==> config.mk <==
export PLATFORM = sky130hd
export DESIGN_NAME = vixc_ctrl
export DESIGN_NICKNAME = d
export VERILOG_FILES = /design/src/shared/vixc_pkg.sv /design/src/design/vixc_aux_xlat.sv /design/src/design/vixc_ctrl.sv
export SDC_FILE = /design/constraint.sdc
export NUM_CORES = 1
export LEC_CHECK = 0
export BUFFER_PORTS_ARGS = -buffer_cell sky130_fd_sc_hd__buf_4
export CORE_MARGIN = 8
export CORE_UTILIZATION = 34
export CTS_BUF_LIST = sky130_fd_sc_hd__clkbuf_2 sky130_fd_sc_hd__clkbuf_4 sky130_fd_sc_hd__clkbuf_8
export CTS_CLUSTER_SIZE = 12
export DETAILED_ROUTE_END_ITERATION = 8
export PLACE_DENSITY = 0.66
export SLEW_MARGIN = 20
export SYNTH_ARGS = -nofsm -noshare
export SYNTH_HDL_FRONTEND = slang
export SYNTH_SLANG_ARGS = --single-unit
==> constraint.sdc <==
create_clock -name mclk -period 2.3 [get_ports mclk]
set_input_delay 0.23 -clock mclk [delete_from_list [all_inputs] [get_ports mclk]]
set_output_delay 0.23 -clock mclk [all_outputs]
set_load 0.05 [all_outputs]
==> src/shared/vixc_pkg.sv <==
// Constants shared by the video input exclusion control design.
package vixc_pkg;
    // Matrix size
    localparam int NUM_INPUTS = 16; // Video inputs
    localparam int NUM_OUTPUTS = 4; // Monitor outputs
    localparam int IN_W = 4; // Input index width
    localparam int OUT_W = 2; // Output index width
    // Fixed roles of outputs (zero-based index)
    localparam logic [OUT_W-1:0] MASTER_OUT = 2'h0; // Monitor 1
    localparam logic [OUT_W-1:0] RECORDER_OUT = 2'h3; // Monitor 4
    // Keyboard number that acts as master position
    localparam logic [3:0] MASTER_KEYBOARD = 4'h1;
    // Keyboard command codes
    localparam logic [1:0] CMD_SELECT = 2'h0; // Direct selection
    localparam logic [1:0] CMD_STEP_NEXT = 2'h1; // Next input
    localparam logic [1:0] CMD_STEP_PREV = 2'h2; // Previous input
    localparam logic [1:0] CMD_SEQUENCE = 2'h3; // sequence_resume_key
    // Exclusion mode select
    localparam logic MODE_MANUAL = 1'h0;
    localparam logic MODE_TELEMETRY = 1'h1;
    // Telemetry path select
    localparam logic PATH_AUX = 1'h0;
    localparam logic PATH_COAX = 1'h1;
    // Auxiliary line protocol select and their frame headers
    localparam logic [1:0] AUX_NATIVE = 2'h0;
    localparam logic [1:0] AUX_PROTO_A = 2'h1;
    localparam logic [1:0] AUX_PROTO_B = 2'h2;
    localparam logic [1:0] AUX_PROTO_C = 2'h3;
    localparam logic [7:0] HDR_NATIVE = 8'hA0;
    localparam logic [7:0] HDR_PROTO_A = 8'hB1;
    localparam logic [7:0] HDR_PROTO_B = 8'hC2;
    localparam logic [7:0] HDR_PROTO_C = 8'hFF;
    // Reset values
    localparam logic [IN_W-1:0] RST_INPUT = 4'h0;
    localparam logic RST_AUTO = 1'h1; // Monitors start in sequence
    // Exclusion state machine
    typedef enum logic [1:0] {
        EX_IDLE = 2'b00,
        EX_MANUAL = 2'b01,
        EX_TELEM = 2'b10
    } vixc_excl_e;
endpackage

==> src/design/vixc_aux_xlat.sv <==
// Translates keyboard telemetry into the auxiliary line device protocol.
`timescale 1ns/1ps
module vixc_aux_xlat (
    input wire logic mclk,
    input wire logic rst_b,
    input wire logic [1:0] proto,
    input wire logic in_valid,
    input wire logic [4:0] in_addr,
    input wire logic [7:0] in_op,
    output logic out_valid,
    output logic [7:0] out_hdr,
    output logic [7:0] out_addr,
    output logic [7:0] out_op
);
    logic [7:0] hdr_d; // Header for chosen protocol
    logic [7:0] addr_d; // Address as the device counts it
    logic [7:0] op_d; // Opcode in device encoding

    // Protocol specific framing; some devices count receivers from zero
    assign hdr_d = (proto == vixc_pkg::AUX_NATIVE) ? vixc_pkg::HDR_NATIVE :
                   (proto == vixc_pkg::AUX_PROTO_A) ? vixc_pkg::HDR_PROTO_A :
                   (proto == vixc_pkg::AUX_PROTO_B) ? vixc_pkg::HDR_PROTO_B :
                   vixc_pkg::HDR_PROTO_C;
    assign addr_d = (proto == vixc_pkg::AUX_PROTO_C) ?
                    {3'h0, in_addr} - 8'h01 : {3'h0, in_addr};
    // Protocol B carries the opcode nibbles swapped
    assign op_d = (proto == vixc_pkg::AUX_PROTO_B) ?
                  {in_op[3:0], in_op[7:4]} : in_op;

    // Output frame register, one cycle after the request
    always_ff @(posedge mclk or negedge rst_b) begin
        if (!rst_b) begin
            out_valid <= 1'b0;
            out_hdr <= 8'h00;
            out_addr <= 8'h00;
            out_op <= 8'h00;
        end else begin
            out_valid <= in_valid;
            if (in_valid) begin
                out_hdr <= hdr_d;
                out_addr <= addr_d;
                out_op <= op_d;
            end
        end
    end
endmodule

==> src/design/vixc_ctrl.sv <==
// Monitor routing and video input exclusion control of a matrix switcher.
//
// Contract
// Switching one monitor leaves others unchanged
// Manual or telemetry exclusion, chosen by config
// Exclude only on monitors running auto sequence
// Output 1 is always the master monitor
// Never exclude on the recorder output
// Recorder output 4 follows trigger, ignores keyboards
// Advisory overlay on master while excluding
// Any alarm removes the advisory overlay
// Replacement camera substitutes excluded input
// Replacement keeps slot, original returns afterwards
// Manual: master selection or step excludes input
// Manual: sequence key on master ends exclusion
// Telemetry from keyboard 1 starts exclusion
// Telemetry mode: selections alone do not exclude
// Telemetry mode: sequence key ends exclusion
// Translate aux line messages to device protocol
// Coax receiver address equals input number
`timescale 1ns/1ps
module vixc_ctrl #(
    parameter int NUM_IN = vixc_pkg::NUM_INPUTS,
    parameter int NUM_OUT = vixc_pkg::NUM_OUTPUTS
) (
    input wire logic mclk,
    input wire logic rst_b,
    input wire logic cfg_mode,
    input wire logic [vixc_pkg::IN_W-1:0] cfg_repl,
    input wire logic cfg_rec_en,
    input wire logic [1:0] cfg_aux_proto,
    input wire logic kbd_valid,
    input wire logic [1:0] kbd_cmd,
    input wire logic [vixc_pkg::OUT_W-1:0] kbd_out,
    input wire logic [vixc_pkg::IN_W-1:0] kbd_in,
    input wire logic tel_valid,
    input wire logic [3:0] tel_kbd,
    input wire logic [vixc_pkg::IN_W-1:0] tel_in,
    input wire logic tel_path,
    input wire logic [7:0] tel_op,
    input wire logic [NUM_OUT-1:0][vixc_pkg::IN_W-1:0] seq_in,
    input wire logic alarm_pin,
    input wire logic rec_trig_pin,
    input wire logic [vixc_pkg::IN_W-1:0] rec_in,
    output logic [NUM_OUT-1:0][vixc_pkg::IN_W-1:0] mon_vid,
    output logic [NUM_OUT-1:0] mon_auto,
    output logic excl_active,
    output logic [vixc_pkg::IN_W-1:0] excl_input,
    output logic overlay_on,
    output logic coax_valid,
    output logic [4:0] coax_addr,
    output logic [7:0] coax_op,
    output logic aux_valid,
    output logic [7:0] aux_hdr,
    output logic [7:0] aux_addr,
    output logic [7:0] aux_op
);
    localparam int IW = vixc_pkg::IN_W;
    localparam logic [IW-1:0] LAST_IN = IW'(NUM_IN - 1); // Wrap point

    // Pin synchronisers; first stages feed only second stages
    logic alarm_s1_q, alarm_q; // Alarm display level
    logic trig_s1_q, trig_q, trig_old_q; // Recorder trigger
    logic trig_rise; // Trigger edge pulse
    // Per monitor state
    logic [NUM_OUT-1:0][IW-1:0] sel_q, sel_d; // Manual selection
    logic [NUM_OUT-1:0] auto_q, auto_d; // Sequence running
    logic [NUM_OUT-1:0][IW-1:0] vid_d; // Routed input
    logic [NUM_OUT-1:0] hit; // Keyboard command for monitor
    logic [NUM_OUT-1:0] pub; // Subject to exclusion
    // Exclusion state
    vixc_pkg::vixc_excl_e state_q, state_d;
    logic [IW-1:0] excl_in_q, excl_in_d;
    logic overlay_q; // Advisory overlay
    logic rec_ded; // Output 4 reserved for recorder
    logic master_hit, seq_master, man_pick, tel_trig;
    logic coax_req, aux_req;
    logic coax_valid_q;
    logic [4:0] coax_addr_q;
    logic [7:0] coax_op_q;

    // Two stage synchronisers and trigger edge register
    always_ff @(posedge mclk or negedge rst_b) begin
        if (!rst_b) begin
            alarm_s1_q <= 1'b0;
            alarm_q <= 1'b0;
            trig_s1_q <= 1'b0;
            trig_q <= 1'b0;
            trig_old_q <= 1'b0;
        end else begin
            alarm_s1_q <= alarm_pin;
            alarm_q <= alarm_s1_q;
            trig_s1_q <= rec_trig_pin;
            trig_q <= trig_s1_q;
            trig_old_q <= trig_q;
        end
    end
    assign trig_rise = trig_q & ~trig_old_q;

    // Command decode
    assign rec_ded = cfg_rec_en;
    assign master_hit = kbd_valid && (kbd_out == vixc_pkg::MASTER_OUT);
    assign seq_master = master_hit && (kbd_cmd == vixc_pkg::CMD_SEQUENCE);
    // Any non-sequence command on the master picks a camera
    assign man_pick = master_hit && (kbd_cmd != vixc_pkg::CMD_SEQUENCE) &&
                      (cfg_mode == vixc_pkg::MODE_MANUAL);
    // Only the master keyboard's telemetry counts
    assign tel_trig = tel_valid && (tel_kbd == vixc_pkg::MASTER_KEYBOARD) &&
                      (cfg_mode == vixc_pkg::MODE_TELEMETRY);

    // Per monitor selection and routing
    genvar gi;
    generate
        for (gi = 0; gi < NUM_OUT; gi++) begin : g_mon
            localparam logic [vixc_pkg::OUT_W-1:0] IDX =
                vixc_pkg::OUT_W'(gi);
            logic is_rec; // This output belongs to the recorder
            logic [IW-1:0] base; // Input on view, steps start here
            logic [IW-1:0] nxt, prv; // Stepped inputs with wrap
            logic sub; // Replacement applies this cycle
            assign is_rec = rec_ded && (IDX == vixc_pkg::RECORDER_OUT);
            // Only commands aimed at this output touch it
            assign hit[gi] = kbd_valid && (kbd_out == IDX) && !is_rec;
            assign pub[gi] = (IDX != vixc_pkg::MASTER_OUT) && !is_rec;
            assign base = auto_q[gi] ? seq_in[gi] : sel_q[gi];
            assign nxt = (base == LAST_IN) ? '0 : base + 1'b1;
            assign prv = (base == '0) ? LAST_IN : base - 1'b1;
            // Recorder follows trigger only; keyboards obey their command
            assign sel_d[gi] =
                is_rec ? (trig_rise ? rec_in : sel_q[gi]) :
                !hit[gi] ? sel_q[gi] :
                (kbd_cmd == vixc_pkg::CMD_SELECT) ? kbd_in :
                (kbd_cmd == vixc_pkg::CMD_STEP_NEXT) ? nxt :
                (kbd_cmd == vixc_pkg::CMD_STEP_PREV) ? prv : base;
            // Sequence key resumes, any other command stops the sequence
            assign auto_d[gi] = is_rec ? 1'b0 :
                hit[gi] ? (kbd_cmd == vixc_pkg::CMD_SEQUENCE) : auto_q[gi];
            // Substitution sits on the step value, so dwell is untouched
            assign sub = pub[gi] && auto_q[gi] &&
                         (state_q != vixc_pkg::EX_IDLE) &&
                         (seq_in[gi] == excl_in_q);
            assign vid_d[gi] = (is_rec || !auto_q[gi]) ? sel_q[gi] :
                               sub ? cfg_repl : seq_in[gi];

            // Monitor state and routed video registers
            always_ff @(posedge mclk or negedge rst_b) begin
                if (!rst_b) begin
                    sel_q[gi] <= vixc_pkg::RST_INPUT;
                    auto_q[gi] <= vixc_pkg::RST_AUTO;
                    mon_vid[gi] <= vixc_pkg::RST_INPUT;
                end else begin
                    sel_q[gi] <= sel_d[gi];
                    auto_q[gi] <= auto_d[gi];
                    mon_vid[gi] <= vid_d[gi];
                end
            end
        end
    endgenerate
    assign mon_auto = auto_q;

    // Exclusion state machine; a new trigger beats a same-cycle end
    always_comb begin
        state_d = state_q;
        excl_in_d = excl_in_q;
        case (state_q)
            vixc_pkg::EX_IDLE: begin
                if (man_pick) begin
                    state_d = vixc_pkg::EX_MANUAL;
                    excl_in_d = sel_d[0];
                end else if (tel_trig) begin
                    state_d = vixc_pkg::EX_TELEM;
                    excl_in_d = tel_in;
                end
            end
            vixc_pkg::EX_MANUAL: begin
                if (man_pick) begin
                    excl_in_d = sel_d[0];
                end else if (seq_master) begin
                    state_d = vixc_pkg::EX_IDLE;
                end
            end
            vixc_pkg::EX_TELEM: begin
                // Plain selections here leave the exclusion alone
                if (tel_trig) begin
                    excl_in_d = tel_in;
                end else if (seq_master) begin
                    state_d = vixc_pkg::EX_IDLE;
                end
            end
            default: begin
                state_d = vixc_pkg::EX_IDLE;
            end
        endcase
    end

    // Exclusion registers; overlay lags alarm by one cycle
    always_ff @(posedge mclk or negedge rst_b) begin
        if (!rst_b) begin
            state_q <= vixc_pkg::EX_IDLE;
            excl_in_q <= vixc_pkg::RST_INPUT;
            overlay_q <= 1'b0;
        end else begin
            state_q <= state_d;
            excl_in_q <= excl_in_d;
            overlay_q <= (state_d != vixc_pkg::EX_IDLE) && !alarm_q;
        end
    end
    assign excl_active = (state_q != vixc_pkg::EX_IDLE);
    assign excl_input = excl_in_q;
    assign overlay_on = overlay_q;

    // Coax telemetry; receiver address is the one-based input number
    assign coax_req = tel_valid && (tel_path == vixc_pkg::PATH_COAX);
    assign aux_req = tel_valid && (tel_path == vixc_pkg::PATH_AUX);
    always_ff @(posedge mclk or negedge rst_b) begin
        if (!rst_b) begin
            coax_valid_q <= 1'b0;
            coax_addr_q <= 5'h00;
            coax_op_q <= 8'h00;
        end else begin
            coax_valid_q <= coax_req;
            if (coax_req) begin
                coax_addr_q <= {1'b0, tel_in} + 5'h01;
                coax_op_q <= tel_op;
            end
        end
    end
    assign coax_valid = coax_valid_q;
    assign coax_addr = coax_addr_q;
    assign coax_op = coax_op_q;

    // Aux line translator, same receiver numbering as coax except for protocol C
    vixc_aux_xlat u_aux (
        .mclk(mclk),
        .rst_b(rst_b),
        .proto(cfg_aux_proto),
        .in_valid(aux_req),
        .in_addr({1'b0, tel_in} + 5'h01),
        .in_op(tel_op),
        .out_valid(aux_valid),
        .out_hdr(aux_hdr),
        .out_addr(aux_addr),
        .out_op(aux_op)
    );
endmodule

# == After elaboration in Yosys (flattened, before gate mapping) ==
# Index checks and enable logic that the tools add are counted.
# W data, S select, Z words.
# totals
reg_bits,87
in_bits,59
output_inout_bits,65
word_cells,152
# classes
n_addsub,10
eq_ne,22
muxes,51
bitwise,4
reduce_logical,38
# ops
op,count
$mux W4,37
$mux W8,4
$logic_and A1 B1 Y1,20
$add A4 B1 Y4 const B,4
$eq A4 B4 Y1 const B,4
$logic_not A4 Y1,4
$sub A4 B1 Y4 const B,4
$eq A2 B2 Y1 const B,7
$eq A4 B4 Y1,3
$pmux W4 S3,1
$mux W2,5
$eq A2 B1 Y1 const B,4
$logic_not A2 Y1,4
$mux W6,1
$pmux W2 S3,1
$reduce_bool A2 Y1,3
$sub A5 B1 Y6 const B,1
$add A4 B1 Y5 const B,1
$eq A4 B1 Y1 const B,1
$ne A2 B2 Y1 const B,2
$reduce_and A2 Y1,2
$logic_not A1 Y1,3
$not A1 Y1,3
$reduce_bool A3 Y1,1
4 further kinds,5

# == Logic depth before layout (Yosys ltp) ==
# Gate-level depths: netlist of run 1.
# depth
ltp_word,9
depth_mapped,9
mapped_depth_nobuf,8

# == Cells and area by module ==
# From an unflattened synthesis of run 1, not the netlist that was laid out.
# hier_totals
cells_unflattened,508
hier_area_um2,4799.6
# modules_own_cells
mod,n_inst,cells_per_inst,area_per_inst_um2,seq_area_each_um2
vixc_ctrl,1,420,3868.7,1556.5
vixc_aux_xlat,1,88,930.9,500.5

# == Least setup slack after synthesis of run 1 ==
# No wires, ideal clock.
# synth_path
kind,register to register
startpoint,reg auto_q[0] (netlist: mon_auto[0])
endpoint,reg excl_in_q[2] (netlist: excl_input[2])
setup_ns,0.126
arrival_time_ns,2.295
required_time_ns,2.174
slack_ns,-0.121
path_stages_with_launch,9
path_buffers,1
period_less_slack_ns,2.421
path_cell_list,dfstp_2 buf_2 mux2_2 ha_1 nor2b_1 o22ai_1 o221ai_1 a21oi_1 a221o_1
# synth_between
elab_chain_cells,9
elab_cells_between_ends,14
classes_between,add/sub (2); eq/ne (1); mux (10); reduce/logical (1)
# synth_rtl
element,line,source
from (decl),vixc_ctrl.sv:67,"logic [NUM_OUT-1:0] auto_q, auto_d;"
"from (signal, indexed assignment)",vixc_ctrl.sv:149,auto_q[gi] <= vixc_pkg::RST_AUTO;
"from (signal, indexed assignment)",vixc_ctrl.sv:153,auto_q[gi] <= auto_d[gi];
$mux W4 (*),vixc_ctrl.sv:125,assign base = auto_q[gi] ? seq_in[gi] : sel_q[gi];
net g_mon[0].base[0],vixc_ctrl.sv:118,logic [IW-1:0] base;
$sub A4 B1 Y4 / $logic_not A4 Y1 (equally long branches),vixc_ctrl.sv:127,assign prv = (base == '0) ? LAST_IN : base - 1'b1;
$mux W4,vixc_ctrl.sv:127,
$mux W4,vixc_ctrl.sv:134,(kbd_cmd == vixc_pkg::CMD_STEP_PREV) ? prv : base;
$mux W4 (*),vixc_ctrl.sv:133,(kbd_cmd == vixc_pkg::CMD_STEP_NEXT) ? nxt :
$mux W4 (*),vixc_ctrl.sv:132,(kbd_cmd == vixc_pkg::CMD_SELECT) ? kbd_in :
$mux W4 (*),vixc_ctrl.sv:131,!hit[gi] ? sel_q[gi] :
$mux W4 (on tied branches),"vixc_ctrl.sv:176, vixc_ctrl.sv:167",
$pmux W4 S3 (*),vixc_ctrl.sv:165,case (state_q)
to (signal assigned),vixc_ctrl.sv:200,excl_in_q <= vixc_pkg::RST_INPUT;
to (signal assigned),vixc_ctrl.sv:204,excl_in_q <= excl_in_d;
to (decl),vixc_ctrl.sv:73,"logic [IW-1:0] excl_in_q, excl_in_d;"
# The timed path passes the listed nets; every way through them passes the cells marked *. The select of a mux whose other input is x is not followed.
# A chain may end at the register's enable or synchronous reset.

# == Worst setup path after layout of run 1 ==
# Ends and elaborated chain as after synthesis.

==> metrics.txt, run 1 <==
Pwr Total=0.005660 W; Ports=124; Worst path max stage delay=640 ps; R2R setup slack=110 ps; number of max-cap violations=0; CTS Buf Count=9; Crit Reg-Reg Endpoint=excl_input[2]$_DFFE_PN0P_; Die X=136.0 um; Worst-Margin Slew=795.8 ps; Max Clock Freq=456.6 MHz; dpl ws=122.8 ps; Hold Crit Class=in2reg; post-synthesis register bit count=82; Worst-Skew Late Latency=370 ps; R2R depth=7; most frequent cell after synthesis=dfrtp_1; number of clock sinks=82; Top FF cell, synth=dfrtp_1; ANT cells=0; Final TNS setup=0 ps; Power Density=905.8 mW/mm^2; DRT iter0 DRCs=408; core area=0.01431 mm^2; routed vias/inst=5.379; RSZ-0062 raised after global routing=no; Reg-to-Reg Start=mon_auto[0]$_DFFE_PN1P_; Site Rows=44; Post-synth top cells=dfrtp_1 (78), nand2_1 (51), o21ai_0 (50), a21oi_1 (36); nature of the critical path startpoint=flip-flop; WL per Instance=17.70 um; Clock Path Buffers=2; Area Overhead vs Synth=27.66%; post-synth top area share=0.3988; Adder-Cell Fraction of Synth Area=0.03579; DRT Wirelength=14.62 mm; final hold vios=0; via count=4443; Setup violations, final=0; drt first pass iters=8; Setup crit end kind=flip-flop; Worst EP arrival=2450 ps; post-synthesis cell type count=62; starting density of the core=0.3420; Synth Warn #=0; GRT overflow=0; Req. time, crit path=2560 ps; Critical Path End=excl_input[2]$_DFFE_PN0P_; cell taking the most area after synthesis=dfrtp_1; vias in the first global route=4336; buffers added on ports=123; Post-Synth XOR/XNOR Area=0.02684; worst path cell trace=mux2_2, ha_2, nor2b_1, o22ai_1, o221ai_1, a21oi_1, a221o_1; largest cells by area after synthesis=dfrtp_1 (40%), mux2i_1 (6.3%), o21ai_0 (5.1%), nand2_1 (3.9%), a21oi_1 (3.7%); area occupied by multi-input gates=0.002590 mm^2; first-pass GRT wire length=22.88 mm; Final Worst Setup Slack=109.8 ps; H-tree level count=3; clock skew=13.20 ps; max_slew headroom=0.4670; Post-Syn Nets=589; Final nets=710; Slowest cell on crit path=dfstp_4; Routed Antenna Nets=0; initial antenna violation count=0; Fill cells=1417; hold path startpoint=cfg_rec_en; compound-cell area share of the yosys netlist=0.2065; die height=136.0 um; Remaining DRCs=0; critical-path maximum fanout=6; critical path class=reg2reg; crit path from=mon_auto[0]$_DFFE_PN1P_; run status=complete, no violations; synthesized area=0.004895 mm^2; ys async rst share=1.000; syn_area_per_cell=9.486 um^2; Seq. cell area=0.002061 mm^2; Seq/Total Area, Yosys=0.4202; Reg clk slew, reported paths=90 ps; final critical-path required period=2190 ps; gr usage total=0.1561; clock root cell=clkbuf_8; Tcrit/Tclk final=0.9522; CTS tree=done; die area=0.01849 mm^2; largest family of logic cells by synthesized area=compound AO/OA/AOI/OAI gates; Lkg Pwr=2.873 nW; Slew Limit Fails=0; Synth Instances=516; simple-gate share of the synthesized area=0.1465; Peak supply drop=280.6 uV; Placer Congestion=0.8712; EDFF count, synth=0; share of layout cells above drive strength 1=0.2960; DPL Wire Length=11.36 mm; largest net degree at the start of global routing=51; mux share of post-synthesis cell area=0.1122
area by class of cell:
cell class,count,share of cell area
well taps,184,0.03684
repair buffers,142,0.1738
clock buffers,10,0.02103
flip-flops and latches,82,0.3298
clock inverters,6,0.007809
multi-input cells,375,0.4145
inverters,27,0.01622
through the flow:
stage	instance area (um^2)	hold WS [ps]	instances	utilization
2_1_floorplan	4907	-65.59	516	-
3_3_place_gp	6035	218.1	807	0.4216
3_5_place_dp	6035	219.7	807	0.4216
4_1_cts	6245	9.120	826	0.4363
5_1_grt	6248	20.17	826	0.4365
6_report	6248	27.26	826	0.4365
placed cells by master, fill, tap and decap left out, types with 13 or more instances in the layout:
| master | Yosys | routed |
|---|---|---|
| dfrtp_1 | 78 | 78 |
| o21ai_0 | 50 | 50 |
| mux2i_1 | 31 | 30 |
| nand2_1 | 51 | 51 |
| ha_1 | 14 | 13 |
| a21oi_1 | 36 | 36 |
| inv_1 | 27 | 27 |
| nor2_1 | 31 | 31 |
| buf_4 | 6 | 138 |
| mux2_2 | 16 | 16 |
where the power goes:
| group | internal [W] | switching [W] |
|---|---|---|
| clock network | 0.000418 | 0.000580 |
| logic | 0.000946 | 0.00172 |
| registers | 0.00173 | 0.000266 |
| total | 0.00309 | 0.00257 |
per-layer routing:
| layer | share of wire | global-route usage |
|---|---|---|
| met5 | 0 | 0 |
| met3 | 0.079 | 0.03695 |
| met1 | 0.45 | 0.1998 |
| met2 | 0.45 | 0.2436 |
| met4 | 0.028 | 0.07383 |
worst min-delay path by stage:
| stage | to | slack (ps) | depth (start not counted) |
|---|---|---|---|
| floorplan | alarm_q$_DFF_PN0_ | -70 | 0 |
| global placement | overlay_on$_DFF_PN0_ | 220 | 1 |
| detailed placement | state_q[1]$_DFF_PN0_ | 220 | 1 |
| CTS | mon_auto[3]$_DFFE_PN1P_ | 9 | 2 |
| global route | mon_auto[3]$_DFFE_PN1P_ | 20 | 2 |
| finish | mon_auto[3]$_DFFE_PN1P_ | 30 | 2 |
timing repair:
action                                  4_1_cts  5_1_grt
endpoints found under the setup margin        0        1
buffers inserted                              0        0
hold buffers                                  3        0
resized for setup                             0        1
hold endpoints to repair                     32        0
registers in the layout, summed over array words and instances (netlist names):
| name | count |
|---|---|
| coax_valid | 1 |
| mon_vid | 16 |
| alarm_q | 1 |
| excl_input | 4 |
| mon_auto | 4 |
| u_aux.out_op | 8 |
| u_aux.out_valid | 1 |
| trig_s1_q | 1 |
| state_q | 2 |
| overlay_on | 1 |
| sel_q | 16 |
| u_aux.out_hdr | 5 |
| coax_addr | 5 |
| alarm_s1_q | 1 |
| u_aux.out_addr | 6 |
| coax_op | 8 |
| trig_old_q | 1 |
| trig_q | 1 |
logic make-up after synthesis:
kind of cell / Yosys count
flip-flops: 82
multiplexers: 50
adder cells (fa/ha/maj): 14
AND/OR/NAND/NOR: 141
XOR/XNOR: 15
AO/OA/AOI/OAI: 155
buffers and inverters: 59
critical path: cells and delay by family, from the launching register on:
kind / cells / cell delay [ps]
AOI/OAI and AO/OA: 4 / 700
and+or+nand+nor: 1 / 130
adders and majority gates: 1 / 230
muxes: 1 / 390
DFF: 1 / 640
(Power assumes the default switching activity.)
==> run 2: changes to the inputs <==
ABC_AREA = 1   (was unset)
SETUP_SLACK_MARGIN = 0.15   (was unset)
==> metrics.txt, run 2 <==
hold path startpoint=tel_op[1]; final instance area=0.006165 mm^2; largest cells by area after synthesis=dfrtp_1 (40%), nand2_1 (13%), inv_1 (5.2%), nor2_1 (4.6%), o21ai_0 (4.1%); critical-path maximum fanout=9; placed inst area=0.005939 mm^2; die height=135.2 um; Site Rows=43; Setup crit end kind=flip-flop; first-pass GRT wire length=23.32 mm; crit path from=mon_auto[1]$_DFFE_PN1P_; share of layout cells above drive strength 1=0.2643; Reg clk slew, reported paths=100 ps; worst path cell trace=nor2_1, a21oi_2, inv_2, ha_1, inv_1, o22ai_1, o21ai_0, a21oi_1, o22a_1; EDFF count, synth=0; final critical-path required period=1988 ps; DRT iter0 DRCs=261; Slowest cell on crit path=dfstp_2; Pwr Total=0.005840 W; drt first pass iters=4; Lkg Pwr=3.095 nW; Slew Limit Fails=0; Synth Warn #=0; Die X=135.2 um; Post-synth top cells=nand2_1 (166), dfrtp_1 (78), inv_1 (67), nor2_1 (59), o21ai_0 (40); number of max-cap violations=0; gr usage total=0.1604; buffers added on ports=123; Fill cells=1438; post-synthesis cell type count=45; Hold Crit Class=in2reg; Reg-to-Reg Start=mon_auto[1]$_DFFE_PN1P_; hold depth=3; CTS Buf Count=9; Final TNS setup=0 ps; DPL Wire Length=11.01 mm; RSZ-0062 raised after global routing=no; most frequent cells in the layout=nand2_1 (166), buf_4 (128), dfrtp_1 (78), inv_1 (67), nor2_1 (59); largest net degree at the start of global routing=43; ANT cells=0; number of clock sinks=82; Synth Instances=635; post-synth top area share=0.4041; Crit Reg-Reg Endpoint=sel_q[6]$_DFFE_PN0P_; DRT Wirelength=14.25 mm; top flop regs=mon_vid: 16 flops, sel_q: 16 flops; worst path bufs/invs=2; via count=4687; run status=complete, no violations; Placer Congestion=0.8914; H-tree level count=3; Routed Antenna Nets=0; Setup violations, final=0; Clock Path Buffers=2; ys async rst share=1.000; worst hold slack=68.04 ps; Hold Path Sink=coax_op[1]$_DFFE_PN0P_; most frequent cell after synthesis=nand2_1; Worst EP arrival=2240 ps; R2R depth=9; starting density of the core=0.3479; Final nets=836; Worst path max stage delay=650 ps; most common cell after layout, fill and taps aside=nand2_1; Post-Syn Nets=708; delay-heaviest family, CP=compound AO/OA/AOI/OAI gates; critical path class=reg2reg; synthesized area=0.004830 mm^2; core area=0.01388 mm^2; Req. time, crit path=2550 ps; Top FF cell, synth=dfrtp_1; GRT overflow=0; clock skew=23.22 ps; CTS tree=done; final hold vios=0; Power Density=947.4 mW/mm^2; Remaining DRCs=0; Area Overhead vs Synth=27.64%; initial antenna violation count=0; Max Clock Freq=503.1 MHz; nature of the critical path startpoint=flip-flop; routed vias/inst=4.944; Worst-Margin Slew=637.9 ps; Tcrit/Tclk final=0.8643; Seq/Total Area, Yosys=0.4259; post-synthesis register bit count=82; die area=0.01828 mm^2; cell count along the critical path=9; Peak supply drop=366.9 uV; Ports=124; syn_area_per_cell=7.606 um^2; WL per Instance=15.03 um; max_slew headroom=0.5743; Worst-Skew Late Latency=380 ps; vias in the first global route=4699; cell taking the most area after synthesis=dfrtp_1; clock root cell=clkbuf_8; R2R setup slack=310 ps
==> run 2: changes by cell type in the layout (fill, tap and decap cells not counted), moves of 10 or more <==
| cell | before | now |
|---|---|---|
| o21ai_0 | 50 | 40 |
| inv_2 | 0 | 15 |
| nand3_1 | 8 | 26 |
| o21ai_1 | 0 | 22 |
| inv_1 | 27 | 67 |
| nand2_1 | 51 | 166 |
| mux2i_1 | 30 | 0 |
| nor3_1 | 11 | 1 |
| o31ai_1 | 11 | 0 |
| buf_4 | 138 | 128 |
| mux2_2 | 16 | 0 |
| nor2_1 | 31 | 59 |
==> run 2: final cells by class <==
type | count | area, um^2 | area share
Timing Repair Buffer | 132 | 1011 | 0.1640
Multi-Input combinational cell | 451 | 2359 | 0.3826
Inverter | 87 | 329.1 | 0.05338
Clock inverter | 5 | 38.79 | 0.006292
Clock buffer | 11 | 145.1 | 0.02354
Sequential cell | 82 | 2057 | 0.3337
Tap cell | 180 | 225.2 | 0.03653
==> run 2: worst max path at each step <==
| stage | to | slack [ps] |
|---|---|---|
| floorplan | mon_vid[4]$_DFF_PN0_ | 260 |
| CTS | sel_q[14]$_DFFE_PN0P_ | 280 |
| finish | sel_q[6]$_DFFE_PN0P_ | 310 |
| global placement | sel_q[14]$_DFFE_PN0P_ | 380 |
| global route | sel_q[6]$_DFFE_PN0P_ | 150 |
| detailed placement | sel_q[14]$_DFFE_PN0P_ | 330 |
==> run 2: timing repair <==
item                                   4_1_cts  5_1_grt
hold buffers                                 3        0
endpoints found under the hold margin       41        0
buffers inserted                             0        0
resized for setup                            0        3
setup endpoints to repair                    0        2
==> run 2: metrics by stage <==
| stage | util | setup WS [ps] | std cells |
|---|---|---|---|
| floorplan | - | 255.5 | 635 |
| global placement | 0.4279 | 381.4 | 929 |
| detailed placement | 0.4279 | 328.7 | 929 |
| CTS | 0.4433 | 277.6 | 948 |
| global route | 0.4441 | 147.6 | 948 |
| finish | 0.4441 | 312.2 | 948 |
==> run 2: power breakdown <==
part	internal (W)	leakage, nW	switching, W
Combinational	0.000912	2.03	0.00194
Clock	0.000440	0.0933	0.000571
Sequential	0.00174	0.972	0.000230
Total	0.00309	3.09	0.00275
==> run 2: worst register-to-register path, cell delays in order, from the launching register on <==
cell	delay, ps
dfstp_2	650
nor2_1	80
a21oi_2	290
inv_2	70
ha_1	200
inv_1	90
o22ai_1	110
o21ai_0	160
a21oi_1	60
o22a_1	160
==> run 2: layer usage <==
metal  part of all wire  track usage  wire length [um]
met1               0.44       0.1940              6313
met5                  0            0                 0
met3              0.093      0.06677              1321
met2               0.44       0.2446              6217
met4              0.028      0.07156               401
==> run 2: cells by family (layout without fill, tap and decap cells) <==
| family | Yosys count | in the layout | synth area share |
|---|---|---|---|
| buffers and inverters | 102 | 235 | 0.08808 |
| XOR/XNOR | 10 | 10 | 0.01813 |
| AND/OR/NAND/NOR | 286 | 286 | 0.2606 |
| adder cells (fa/ha/maj) | 14 | 14 | 0.03627 |
| AO/OA/AOI/OAI | 141 | 141 | 0.1710 |
| flip-flops | 82 | 82 | 0.4259 |
